===== src/rtl/ccr_pkg.sv =====
// Constants, register map and field layout of the capability report block
package ccr_pkg;

   // ****************************************************************
   // Identification leaves and word selects
   // ****************************************************************
   localparam logic [31:0] CCR_LEAF_POWER = 32'h8000_0007;
   localparam logic [31:0] CCR_LEAF_ADDR = 32'h8000_0008;
   localparam logic [31:0] CCR_LEAF_RSVD = 32'h8000_0009;
   localparam logic [31:0] CCR_LEAF_VIRT = 32'h8000_000a;
   localparam logic [1:0] CCR_WORD_A = 2'h0;
   localparam logic [1:0] CCR_WORD_B = 2'h1;
   localparam logic [1:0] CCR_WORD_C = 2'h2;
   localparam logic [1:0] CCR_WORD_D = 2'h3;

   // ****************************************************************
   // Power feature flag positions (word D of the power leaf)
   // ****************************************************************
   localparam int CCR_PF_TEMP_SENSOR = 0;
   localparam int CCR_PF_FREQ_CODE = 1;
   localparam int CCR_PF_VOLT_CODE = 2;
   localparam int CCR_PF_THERMAL_TRIP = 3;
   localparam int CCR_PF_HW_THROTTLE = 4;
   localparam int CCR_PF_SW_THROTTLE = 5;

   // ****************************************************************
   // Address width leaf values and the virtualization ASID count
   // ****************************************************************
   localparam logic [7:0] CCR_LIN_WIDTH_LONG = 8'h30;
   localparam logic [7:0] CCR_LIN_WIDTH_LEGACY = 8'h20;
   localparam logic [7:0] CCR_PHYS_WIDTH = 8'h28;
   localparam logic [31:0] CCR_ASID_COUNT = 32'h0000_0040;

   // ****************************************************************
   // Configuration space map
   // ****************************************************************
   localparam logic [2:0] CCR_FUNC_LINK = 3'h0;
   localparam logic [2:0] CCR_FUNC_NB = 3'h3;
   localparam logic [7:0] CCR_OFF_LINK_FAIL = 8'h84;
   localparam logic [7:0] CCR_OFF_LINK_FREQ = 8'h88;
   localparam logic [7:0] CCR_OFF_LINK_CONN = 8'h98;
   localparam logic [7:0] CCR_OFF_NB_CAP = 8'he8;
   localparam int CCR_LF_FAIL_BIT = 4;
   localparam int CCR_LC_CONN_BIT = 0;
   localparam int CCR_LC_PEND_BIT = 4;
   localparam int CCR_FREQ_SEL_LSB = 8;
   localparam int CCR_FREQ_CAP_LSB = 16;
   localparam int CCR_NB_DUAL_BIT = 0;
   localparam int CCR_NB_MULTI_BIT = 1;
   localparam logic [3:0] CCR_FREQ_SEL_RESET = 4'h0;

   // ****************************************************************
   // Multiprocessing classes and link detection timing
   // ****************************************************************
   localparam logic [1:0] CCR_MP_UNI = 2'h0;
   localparam logic [1:0] CCR_MP_DUAL = 2'h1;
   localparam logic [1:0] CCR_MP_MULTI = 2'h2;
   localparam int CCR_CLK_MHZ = 250;
   localparam int CCR_DETECT_NS = 1000;
   localparam int CCR_DETECT_CYCLES = (CCR_DETECT_NS * CCR_CLK_MHZ + 999) / 1000;

   typedef logic [31:0] ccr_word_t;

endpackage


===== src/rtl/ccr_sync2.sv =====
// Two flip-flop synchroniser for one pin level
`timescale 1ns/1ps
module ccr_sync2 #(
   parameter logic RESET_VAL = 1'b0
) (
   input wire logic sys_clk,
   input wire logic rst_n,
   input wire logic pin_in,
   output logic level_out
);
   typedef struct packed {
      logic meta;
      logic stable;
   } ccr_sync_t;

   ccr_sync_t s_q;
   ccr_sync_t s_d;

   // First stage feeds only the second stage
   always_comb begin
      s_d.meta = pin_in;
      s_d.stable = s_q.meta;
   end

   always_ff @(posedge sys_clk or negedge rst_n) begin
      if (!rst_n) begin
         s_q <= '{meta: RESET_VAL, stable: RESET_VAL};
      end else begin
         s_q <= s_d;
      end
   end

   assign level_out = s_q.stable;
endmodule


===== src/rtl/ccr_link_detect.sv =====
// Link detection timer: holds pending, then latches connection state
`timescale 1ns/1ps
module ccr_link_detect
   import ccr_pkg::*;
#(
   parameter int DETECT_CYCLES = CCR_DETECT_CYCLES
) (
   input wire logic sys_clk,
   input wire logic rst_n,
   input wire logic restart,
   input wire logic link_up,
   output logic link_detect_pending,
   output logic link_connected
);
   localparam int CW = $clog2(DETECT_CYCLES + 1);

   // A zero count would leave the pending flag stuck
   if (DETECT_CYCLES < 1) begin : g_bad_detect
      $error("DETECT_CYCLES must be at least one");
   end

   typedef struct packed {
      logic pend;
      logic conn;
      logic [CW-1:0] cnt;
   } ccr_det_t;

   ccr_det_t s_q;
   ccr_det_t s_d;

   // Restart wins over completion so a reset mid-count re-runs detection
   always_comb begin
      s_d = s_q;
      if (restart) begin
         s_d.pend = 1'b1;
         s_d.conn = 1'b0;
         s_d.cnt = '0;
      end else if (s_q.pend) begin
         if (s_q.cnt == CW'(DETECT_CYCLES - 1)) begin
            s_d.pend = 1'b0;
            s_d.conn = link_up;
         end else begin
            s_d.cnt = s_q.cnt + CW'(1);
         end
      end
   end

   always_ff @(posedge sys_clk or negedge rst_n) begin
      if (!rst_n) begin
         s_q <= '{pend: 1'b1, conn: 1'b0, cnt: '0};
      end else begin
         s_q <= s_d;
      end
   end

   assign link_detect_pending = s_q.pend;
   assign link_connected = s_q.conn;
endmodule


===== src/rtl/ccr_capability_regs.sv =====
// Capability report block: identification leaves and link config space
`timescale 1ns/1ps

module ccr_capability_regs
   import ccr_pkg::*;
#(
   parameter logic LONG_MODE = 1'b1,
   parameter int CORE_COUNT = 1,
   parameter logic SW_THROTTLE = 1'b1,
   parameter logic HW_THROTTLE = 1'b1,
   parameter logic VOLT_CODE = 1'b1,
   parameter logic FREQ_CODE = 1'b1,
   parameter logic VIRT_EN = 1'b1,
   // Arbitrary revision value, not tied to any real part
   parameter logic [7:0] VIRT_REVISION = 8'h5a,
   parameter logic [1:0] MP_CLASS = CCR_MP_MULTI,
   parameter logic [15:0] LINK_FREQ_CAP = 16'h0075,
   parameter int DETECT_CYCLES = CCR_DETECT_CYCLES
) (
   input wire logic sys_clk,
   input wire logic rst_n,
   input wire logic warm_rst_n,
   input wire logic link_present,
   input wire logic sync_flood,
   input wire logic leaf_req,
   input wire logic [31:0] leaf_fn,
   input wire logic [1:0] leaf_word,
   output logic leaf_ack,
   output logic [31:0] leaf_data,
   input wire logic cfg_req,
   input wire logic cfg_we,
   input wire logic [2:0] cfg_func,
   input wire logic [7:0] cfg_off,
   input wire logic [31:0] cfg_wdata,
   output logic cfg_ack,
   output logic [31:0] cfg_rdata,
   output logic [3:0] link_freq_sel
);

   // ****************************************************************
   // Elaboration checks
   // ****************************************************************
   // Values that the logic below cannot serve stop elaboration
   if (CORE_COUNT < 1 || CORE_COUNT > 256) begin : g_bad_cores
      $error("CORE_COUNT must lie in 1..256");
   end
   if (MP_CLASS > CCR_MP_MULTI) begin : g_bad_mp
      $error("MP_CLASS must be uni, dual or multi");
   end
   if (DETECT_CYCLES < 1) begin : g_bad_detect
      $error("DETECT_CYCLES must be at least one");
   end
   // Both resets load this code, so it must be a capable one
   if (LINK_FREQ_CAP[CCR_FREQ_SEL_RESET] == 1'b0) begin : g_bad_cap
      $error("LINK_FREQ_CAP must include the reset frequency code");
   end
   // The selection field sits below the capability field
   if (CCR_FREQ_SEL_LSB + 4 > CCR_FREQ_CAP_LSB) begin : g_bad_map
      $error("frequency select field overlaps the capability field");
   end
   // Pending and connected flags need their own bits
   if (CCR_LC_PEND_BIT == CCR_LC_CONN_BIT) begin : g_bad_conn
      $error("pending and connected flags share a bit");
   end

   // ****************************************************************
   // Constant leaf words and the northbridge capability word
   // ****************************************************************
   ccr_word_t power_feature_flags;
   ccr_word_t address_width_info;
   ccr_word_t core_count_info;
   ccr_word_t virt_revision_info;
   ccr_word_t virt_asid_count;
   ccr_word_t northbridge_capability;

   // Power flags: fixed ones plus product options, upper bits zero
   always_comb begin
      power_feature_flags = '0;
      power_feature_flags[CCR_PF_TEMP_SENSOR] = 1'b1;
      power_feature_flags[CCR_PF_THERMAL_TRIP] = 1'b1;
      power_feature_flags[CCR_PF_SW_THROTTLE] = SW_THROTTLE;
      power_feature_flags[CCR_PF_HW_THROTTLE] = HW_THROTTLE;
      power_feature_flags[CCR_PF_VOLT_CODE] = VOLT_CODE;
      power_feature_flags[CCR_PF_FREQ_CODE] = FREQ_CODE;
   end

   // Address widths: linear width follows the long mode option
   always_comb begin
      address_width_info = '0;
      address_width_info[15:8] = LONG_MODE ? CCR_LIN_WIDTH_LONG
                                           : CCR_LIN_WIDTH_LEGACY;
      address_width_info[7:0] = CCR_PHYS_WIDTH;
   end

   // Core count minus one; a single core reads zero
   always_comb begin
      core_count_info = '0;
      core_count_info[7:0] = 8'(CORE_COUNT - 1);
   end

   // Virtualization words; whole leaf is zero when the feature is absent
   always_comb begin
      virt_revision_info = '0;
      virt_revision_info[7:0] = VIRT_REVISION;
      virt_asid_count = CCR_ASID_COUNT;
   end

   // Multiprocessing class as a two-bit code
   always_comb begin
      northbridge_capability = '0;
      northbridge_capability[CCR_NB_DUAL_BIT] = (MP_CLASS != CCR_MP_UNI);
      northbridge_capability[CCR_NB_MULTI_BIT] = (MP_CLASS == CCR_MP_MULTI);
   end

   // ****************************************************************
   // Pin synchronisers
   // ****************************************************************
   logic warm_rst_n_s;
   logic link_present_s;
   logic sync_flood_s;

   ccr_sync2 #(.RESET_VAL(1'b1)) u_sync_warm (
      .sys_clk(sys_clk),
      .rst_n(rst_n),
      .pin_in(warm_rst_n),
      .level_out(warm_rst_n_s)
   );

   ccr_sync2 #(.RESET_VAL(1'b0)) u_sync_link (
      .sys_clk(sys_clk),
      .rst_n(rst_n),
      .pin_in(link_present),
      .level_out(link_present_s)
   );

   ccr_sync2 #(.RESET_VAL(1'b0)) u_sync_flood (
      .sys_clk(sys_clk),
      .rst_n(rst_n),
      .pin_in(sync_flood),
      .level_out(sync_flood_s)
   );

   // ****************************************************************
   // Block state
   // ****************************************************************
   typedef struct packed {
      logic link_fail;
      logic [3:0] freq_sel;
      logic leaf_ack;
      logic [31:0] leaf_data;
      logic cfg_ack;
      logic [31:0] cfg_rdata;
   } ccr_state_t;

   ccr_state_t s_q;
   ccr_state_t s_d;

   logic in_warm;
   logic detect_pending;
   logic detect_connected;

   // ****************************************************************
   // Link detection
   // ****************************************************************
   // Warm reset as seen after the synchroniser; the pin is held low
   assign in_warm = !warm_rst_n_s;

   // Detection stays at its start while warm reset is held, so the
   // pending flag also covers the time after release
   ccr_link_detect #(.DETECT_CYCLES(DETECT_CYCLES)) u_detect (
      .sys_clk(sys_clk),
      .rst_n(rst_n),
      .restart(in_warm),
      .link_up(link_present_s),
      .link_detect_pending(detect_pending),
      .link_connected(detect_connected)
   );

   // ****************************************************************
   // Register views and decode
   // ****************************************************************
   ccr_word_t link_fail_control;
   ccr_word_t link_frequency_select;
   ccr_word_t link_connect_state;
   ccr_word_t leaf_word_val;
   ccr_word_t cfg_word_val;
   logic hit_fail;
   logic hit_freq;
   logic hit_conn;
   logic hit_nbcap;
   logic freq_ok;
   logic [3:0] wr_freq;
   logic wr_freq_take;
   logic wr_fail_clr;

   // Readable images of the link registers
   always_comb begin
      link_fail_control = '0;
      link_fail_control[CCR_LF_FAIL_BIT] = s_q.link_fail;
      link_frequency_select = '0;
      link_frequency_select[CCR_FREQ_CAP_LSB +: 16] = LINK_FREQ_CAP;
      link_frequency_select[CCR_FREQ_SEL_LSB +: 4] = s_q.freq_sel;
      link_connect_state = '0;
      link_connect_state[CCR_LC_PEND_BIT] = detect_pending;
      link_connect_state[CCR_LC_CONN_BIT] = detect_connected;
   end

   // ****************************************************************
   // Identification leaf lookup
   // ****************************************************************
   // Leaf lookup; anything not listed, reserved words included, is zero
   always_comb begin
      leaf_word_val = '0;
      if (leaf_fn == CCR_LEAF_POWER && leaf_word == CCR_WORD_D) begin
         leaf_word_val = power_feature_flags;
      end else if (leaf_fn == CCR_LEAF_ADDR && leaf_word == CCR_WORD_A) begin
         leaf_word_val = address_width_info;
      end else if (leaf_fn == CCR_LEAF_ADDR && leaf_word == CCR_WORD_C) begin
         leaf_word_val = core_count_info;
      end else if (VIRT_EN && leaf_fn == CCR_LEAF_VIRT && leaf_word == CCR_WORD_A) begin
         leaf_word_val = virt_revision_info;
      end else if (VIRT_EN && leaf_fn == CCR_LEAF_VIRT && leaf_word == CCR_WORD_B) begin
         leaf_word_val = virt_asid_count;
      end
   end

   // ****************************************************************
   // Config space decode
   // ****************************************************************
   // Address decode; unmapped offsets hit nothing and drop writes
   always_comb begin
      hit_fail = 1'b0;
      hit_freq = 1'b0;
      hit_conn = 1'b0;
      hit_nbcap = 1'b0;
      if (cfg_func == CCR_FUNC_LINK && cfg_off == CCR_OFF_LINK_FAIL) begin
         hit_fail = 1'b1;
      end else if (cfg_func == CCR_FUNC_LINK && cfg_off == CCR_OFF_LINK_FREQ) begin
         hit_freq = 1'b1;
      end else if (cfg_func == CCR_FUNC_LINK && cfg_off == CCR_OFF_LINK_CONN) begin
         hit_conn = 1'b1;
      end else if (cfg_func == CCR_FUNC_NB && cfg_off == CCR_OFF_NB_CAP) begin
         hit_nbcap = 1'b1;
      end
   end

   // Read mux; the hits are exclusive and no hit reads zero
   always_comb begin
      cfg_word_val = '0;
      if (hit_fail) begin
         cfg_word_val = link_fail_control;
      end else if (hit_freq) begin
         cfg_word_val = link_frequency_select;
      end else if (hit_conn) begin
         cfg_word_val = link_connect_state;
      end else if (hit_nbcap) begin
         cfg_word_val = northbridge_capability;
      end
   end

   // ****************************************************************
   // Write strobes
   // ****************************************************************
   // A frequency code is only taken when its capability bit is set
   assign wr_freq = cfg_wdata[CCR_FREQ_SEL_LSB +: 4];
   assign freq_ok = LINK_FREQ_CAP[wr_freq];

   // A write refused during warm reset must change nothing either
   assign wr_freq_take = cfg_req && cfg_we && hit_freq && freq_ok && !in_warm;
   assign wr_fail_clr = cfg_req && cfg_we && hit_fail && !in_warm &&
                        cfg_wdata[CCR_LF_FAIL_BIT];

   // ****************************************************************
   // Next state
   // ****************************************************************
   always_comb begin
      s_d = s_q;
      s_d.leaf_ack = 1'b0;
      s_d.cfg_ack = 1'b0;
      // Warm reset returns the link speed choice to its default
      if (in_warm) begin
         s_d.freq_sel = CCR_FREQ_SEL_RESET;
      end else if (wr_freq_take) begin
         s_d.freq_sel = wr_freq;
      end
      // Write one clears; a flood seen in the same cycle keeps it set
      if (wr_fail_clr) begin
         s_d.link_fail = 1'b0;
      end
      if (sync_flood_s && !in_warm) begin
         s_d.link_fail = 1'b1;
      end
      // Acks last one cycle; data holds until the next accepted request
      // Requests are refused while the warm reset is held
      if (leaf_req && !in_warm) begin
         s_d.leaf_ack = 1'b1;
         s_d.leaf_data = leaf_word_val;
      end
      if (cfg_req && !in_warm) begin
         s_d.cfg_ack = 1'b1;
         s_d.cfg_rdata = cfg_we ? '0 : cfg_word_val;
      end
   end

   // ****************************************************************
   // State register
   // ****************************************************************
   // Cold reset clears everything; warm reset never reaches here, so
   // the failure flag lives through it
   always_ff @(posedge sys_clk or negedge rst_n) begin
      if (!rst_n) begin
         s_q <= '{link_fail: 1'b0,
                  freq_sel: CCR_FREQ_SEL_RESET, leaf_ack: 1'b0,
                  leaf_data: '0, cfg_ack: 1'b0, cfg_rdata: '0};
      end else begin
         s_q <= s_d;
      end
   end

   // ****************************************************************
   // Outputs
   // ****************************************************************
   // Outputs straight from the state register
   assign leaf_ack = s_q.leaf_ack;
   assign leaf_data = s_q.leaf_data;
   assign cfg_ack = s_q.cfg_ack;
   assign cfg_rdata = s_q.cfg_rdata;
   assign link_freq_sel = s_q.freq_sel;

endmodule


===== config.mk =====
export PLATFORM = sky130hd
export DESIGN_NAME = ccr_capability_regs
export DESIGN_NICKNAME = d
export VERILOG_FILES = /design/src/rtl/ccr_pkg.sv /design/src/rtl/ccr_sync2.sv /design/src/rtl/ccr_link_detect.sv /design/src/rtl/ccr_capability_regs.sv
export SDC_FILE = /design/constraint.sdc
export NUM_CORES = 1
export LEC_CHECK = 0
export ABC_AREA = 1
export BUFFER_PORTS_ARGS = -buffer_cell sky130_fd_sc_hd__clkbuf_2
export CORE_MARGIN = 2
export CORE_UTILIZATION = 27
export DETAILED_ROUTE_END_ITERATION = 6
export GPL_ROUTABILITY_DRIVEN = 1
export GPL_TIMING_DRIVEN = 0
export REMOVE_ABC_BUFFERS = 1
export SETUP_SLACK_MARGIN = 0.5
export SLEW_MARGIN = 20
export SYNTH_ARGS = -nofsm -noshare
export SYNTH_HDL_FRONTEND = slang
export SYNTH_SLANG_ARGS = --single-unit

===== constraint.sdc =====
create_clock -name sys_clk -period 1.3 [get_ports sys_clk]
set_input_delay 0.26 -clock sys_clk [delete_from_list [all_inputs] [get_ports sys_clk]]
set_output_delay 0.26 -clock sys_clk [all_outputs]
set_load 0.02 [all_outputs]

==> results.ini <==
[clock_tree]
clk_transition_reported_paths_ps=70
cts_tree=done
clk_latency_ps=290
cts-hold-fix-buffers=0
cts_num_sinks=37
clock_path_buffers=2
cts_made_buffers=5
htree_num_levels=2
root_buffer=clkbuf_8

[timing]
final_period_minus_worst_setup_slack_ps=1420
clock-skew-final_ps=4.43
max_slew.worst_pin.slew_ps=838
setup_viol=9
max_clock_freq_mhz=706
setup_total_negative_slack_ps=-602
timing.final.crit_share_pct=109
final_hold_viol_count=0
setup_repair_after_global_routing_missed_its_margin=true
setup_ws_ps=-116
slew_headroom_pct=44.2
hold-worst-slack_ps=42.3
report.final.slew_viol_count=0

[setup_path]
cp.buffers_inverters=2
required_time_worst_endpoint_ps=1530
reg2regPathDepth=10
timing.setup.critical_path_class=flip-flop to flip-flop
critical_path.reg2reg.endpoint=u_detect.s_q[6]
timing.reg2reg.setup_slack_ps=-120
worst_path_dominant_cell_family=simple AND/OR/NAND/NOR gates
crit_arrival_ps=1640
cp-start-kind=flip-flop
critical_path_peak_fanout=6
cp_cell_sequence=inv_2 > ha_4 > nand2_2 > nor3_2 > nand2_2 > nand2_4 > nand2_8 > clkinv_4 > nand2_2 > a21oi_2
critPathSlowestCell=dfrtp_1
critical_path.max_stage_delay_ps=400
r2r_start=u_detect.s_q[1]
critical_path.endpoint_type=flip-flop
worst_path_most_repeated_cell=nand2_2

[synthesis]
synth_top_cell_area_share_pct=34.7
netlist_instances=328
top_post_synthesis_cells_by_area=dfrtp_1, buf_4, nand2_1
edff_count_synth=0
synth-compound-area-share_pct=5.62
synth.top_cells.by_count=nand2_1, buf_4, inv_1, nor2_1, dfrtp_1
synth-async-reset-ratio_pct=100
synthDistinctLibCells=33
share_of_cell_area_taken_by_muxes_after_synthesis_pct=0
synth_xor_area_share_pct=0
synth_flop_cell=dfrtp_1
mappedNetlistArea_um2=2450
avgSynthCellArea_um2=7.47
main_combinational_cell_family_by_area_after_synthesis=simple AND/OR/NAND/NOR gates
ys.warnings.count=0
post_synth_simple_gate_area_pct=32.1
netlist.top_cell.by_area=dfrtp_1
synth.ff_latch_count=37
synth-adder-area-share_pct=1.02
synth_most_common_cell=nand2_1
synth.yosys.seq_area_share_pct=37.9

[placement]
place_inst=511
port-buffer-count=84
dpl-instance-area_um2=2780
hpwl_mm=3.96
routabilityCongestion=0.772

[die]
area_of_the_die_um2=9860
rows=34
initial_utilization_pct=28.0
horizontal_die_dimension_um=99.3
ios=155
die_h_um=99.3
floorplan.core_area_um2=8760

[final_layout]
syn2layout_area_growth_pct=45.9
number_of_antenna_diodes=0
final_layout_net_count=530
post_route_cells_drive_above_1_share_pct=43.2
multi_input_area_um2=1290
layout.area.seq_um2=931
post-route-cell-area_um2=3580
stdcell_count=552
finish.utilization_pct=40.8
num-fill-cells=857

[worst_hold_path]
worst_hold_start=warm_rst_n
worstHoldPathCells=1
hp-class=primary input to flip-flop
hold_path_end=u_sync_warm.s_d[0]

[power]
power.density_nw_per_um2=782
vdd_ir_drop_max_mv=0.351
power.static_leakage_nw=1.89

[drt]
route.final.wire_length_mm=5.59
drc=0
detailedRoute.firstPassIterationCount=4
via_count=2234
antenna_violating_nets_post_route=0
wl_per_cell_um=10.1
met2WireLength_mm=2.94
dr_wl_met3_um=371
routed_via_density=4.05
drt_iter0_markers=36
met1Wirelength_mm=2.19
highest-signal-layer=met4

[outcome]
failed_checks=setup timing
status=finished, violations left

[grt]
grtUsageTotal_pct=10.8
via_count_of_the_first_global_routing_pass=2098
globalRoute.totalOverflow=0
grt_first_pass_wirelength_mm=8.83
number_of_antenna_violations_at_the_first_check_in_global_routing=0
grt_start_max_net_pins=38

[run]
max-cap-violations=0

metrics by stage:
step	power, mW	setup WS, ps
floorplan	1.57	-19.4
global placement	1.73	-151
CTS	2.71	-64.3
global route	2.97	-202
finish	2.80	-116
detailed placement	1.74	-157
worst max path at each step:
stage                         start              end  slack (ps)  cells after the start
global route        u_detect.s_q[1]  u_detect.s_q[6]        -200                     10
detailed placement  u_detect.s_q[0]  u_detect.s_q[6]        -160                      8
floorplan           u_detect.s_q[0]  u_detect.s_q[6]         -20                      8
global placement    u_detect.s_q[0]  u_detect.s_q[7]        -150                      8
finish              u_detect.s_q[1]  u_detect.s_q[6]        -120                     10
CTS                 u_detect.s_q[1]  u_detect.s_q[6]         -60                      9
where the power goes:
part | internal [mW] | switching [mW] | leakage (nW)
logic | 0.341 | 0.396 | 1.36
registers | 1.21 | 0.0557 | 0.483
clock network | 0.370 | 0.428 | 0.0439
per-layer routing:
metal	vias to the layer above	global-route usage [%]
met5	-	0
met4	0	3.79
met3	8	3.02
met2	75	20.0
met1	1001	11.8
li1	1150	-
cell type report:
cell class	count	area share, %
clock buffer	5	1.92
clock inverter	3	0.490
inverter	49	5.67
multi-input combinational	234	36.0
sequential	37	26.0
tap	108	3.78
timing repair buffer	116	26.1
cells by family (layout without fill, tap and decap cells):
| family | Yosys count | count (layout) |
|---|---|---|
| other cells | 1 | 43 |
| compound gates | 23 | 23 |
| fa+ha+maj | 2 | 2 |
| buf+inv | 100 | 173 |
| flops | 37 | 37 |
| simple gates | 165 | 166 |
what timing repair did:
item                       4_1_cts  5_1_grt
cloned                           0        1
resized for setup               78       44
setup endpoints to repair       58       92
pin swaps                        8       15
buffers inserted                20       12
sequential cells by signal, summed over array words and instances, names as in the netlist:
| name | cells |
|---|---|
| u_sync_link.level_out | 1 |
| u_sync_warm.level_out | 1 |
| leaf_ack | 1 |
| u_sync_flood.level_out | 1 |
| u_detect.s_q | 8 |
| u_sync_warm.s_d | 1 |
| link_freq_sel | 4 |
| cfg_rdata | 8 |
| u_sync_flood.s_d | 1 |
| u_detect.link_connected | 1 |
| u_detect.link_detect_pending | 1 |
| cfg_ack | 1 |
| link_fail_control | 1 |
| u_sync_link.s_d | 1 |
| leaf_data | 6 |
layout by cell type, fill, tap and decap left out, drive strengths merged:
master and count:
nand2 85, a22o 1, nand3 14, clkinvlp 1, buf 38, conb 43, and3 1, dfrtp 34
nand4 10, nor3b 1, a211oi 1, clkinv 5, nor3 5, ha 2, o32ai 1, clkbuf 83
nor2 48, or2 2, dfstp 3, a21oi 3, o21ai 17, inv 46
Power figures use the tool's default switching activity.
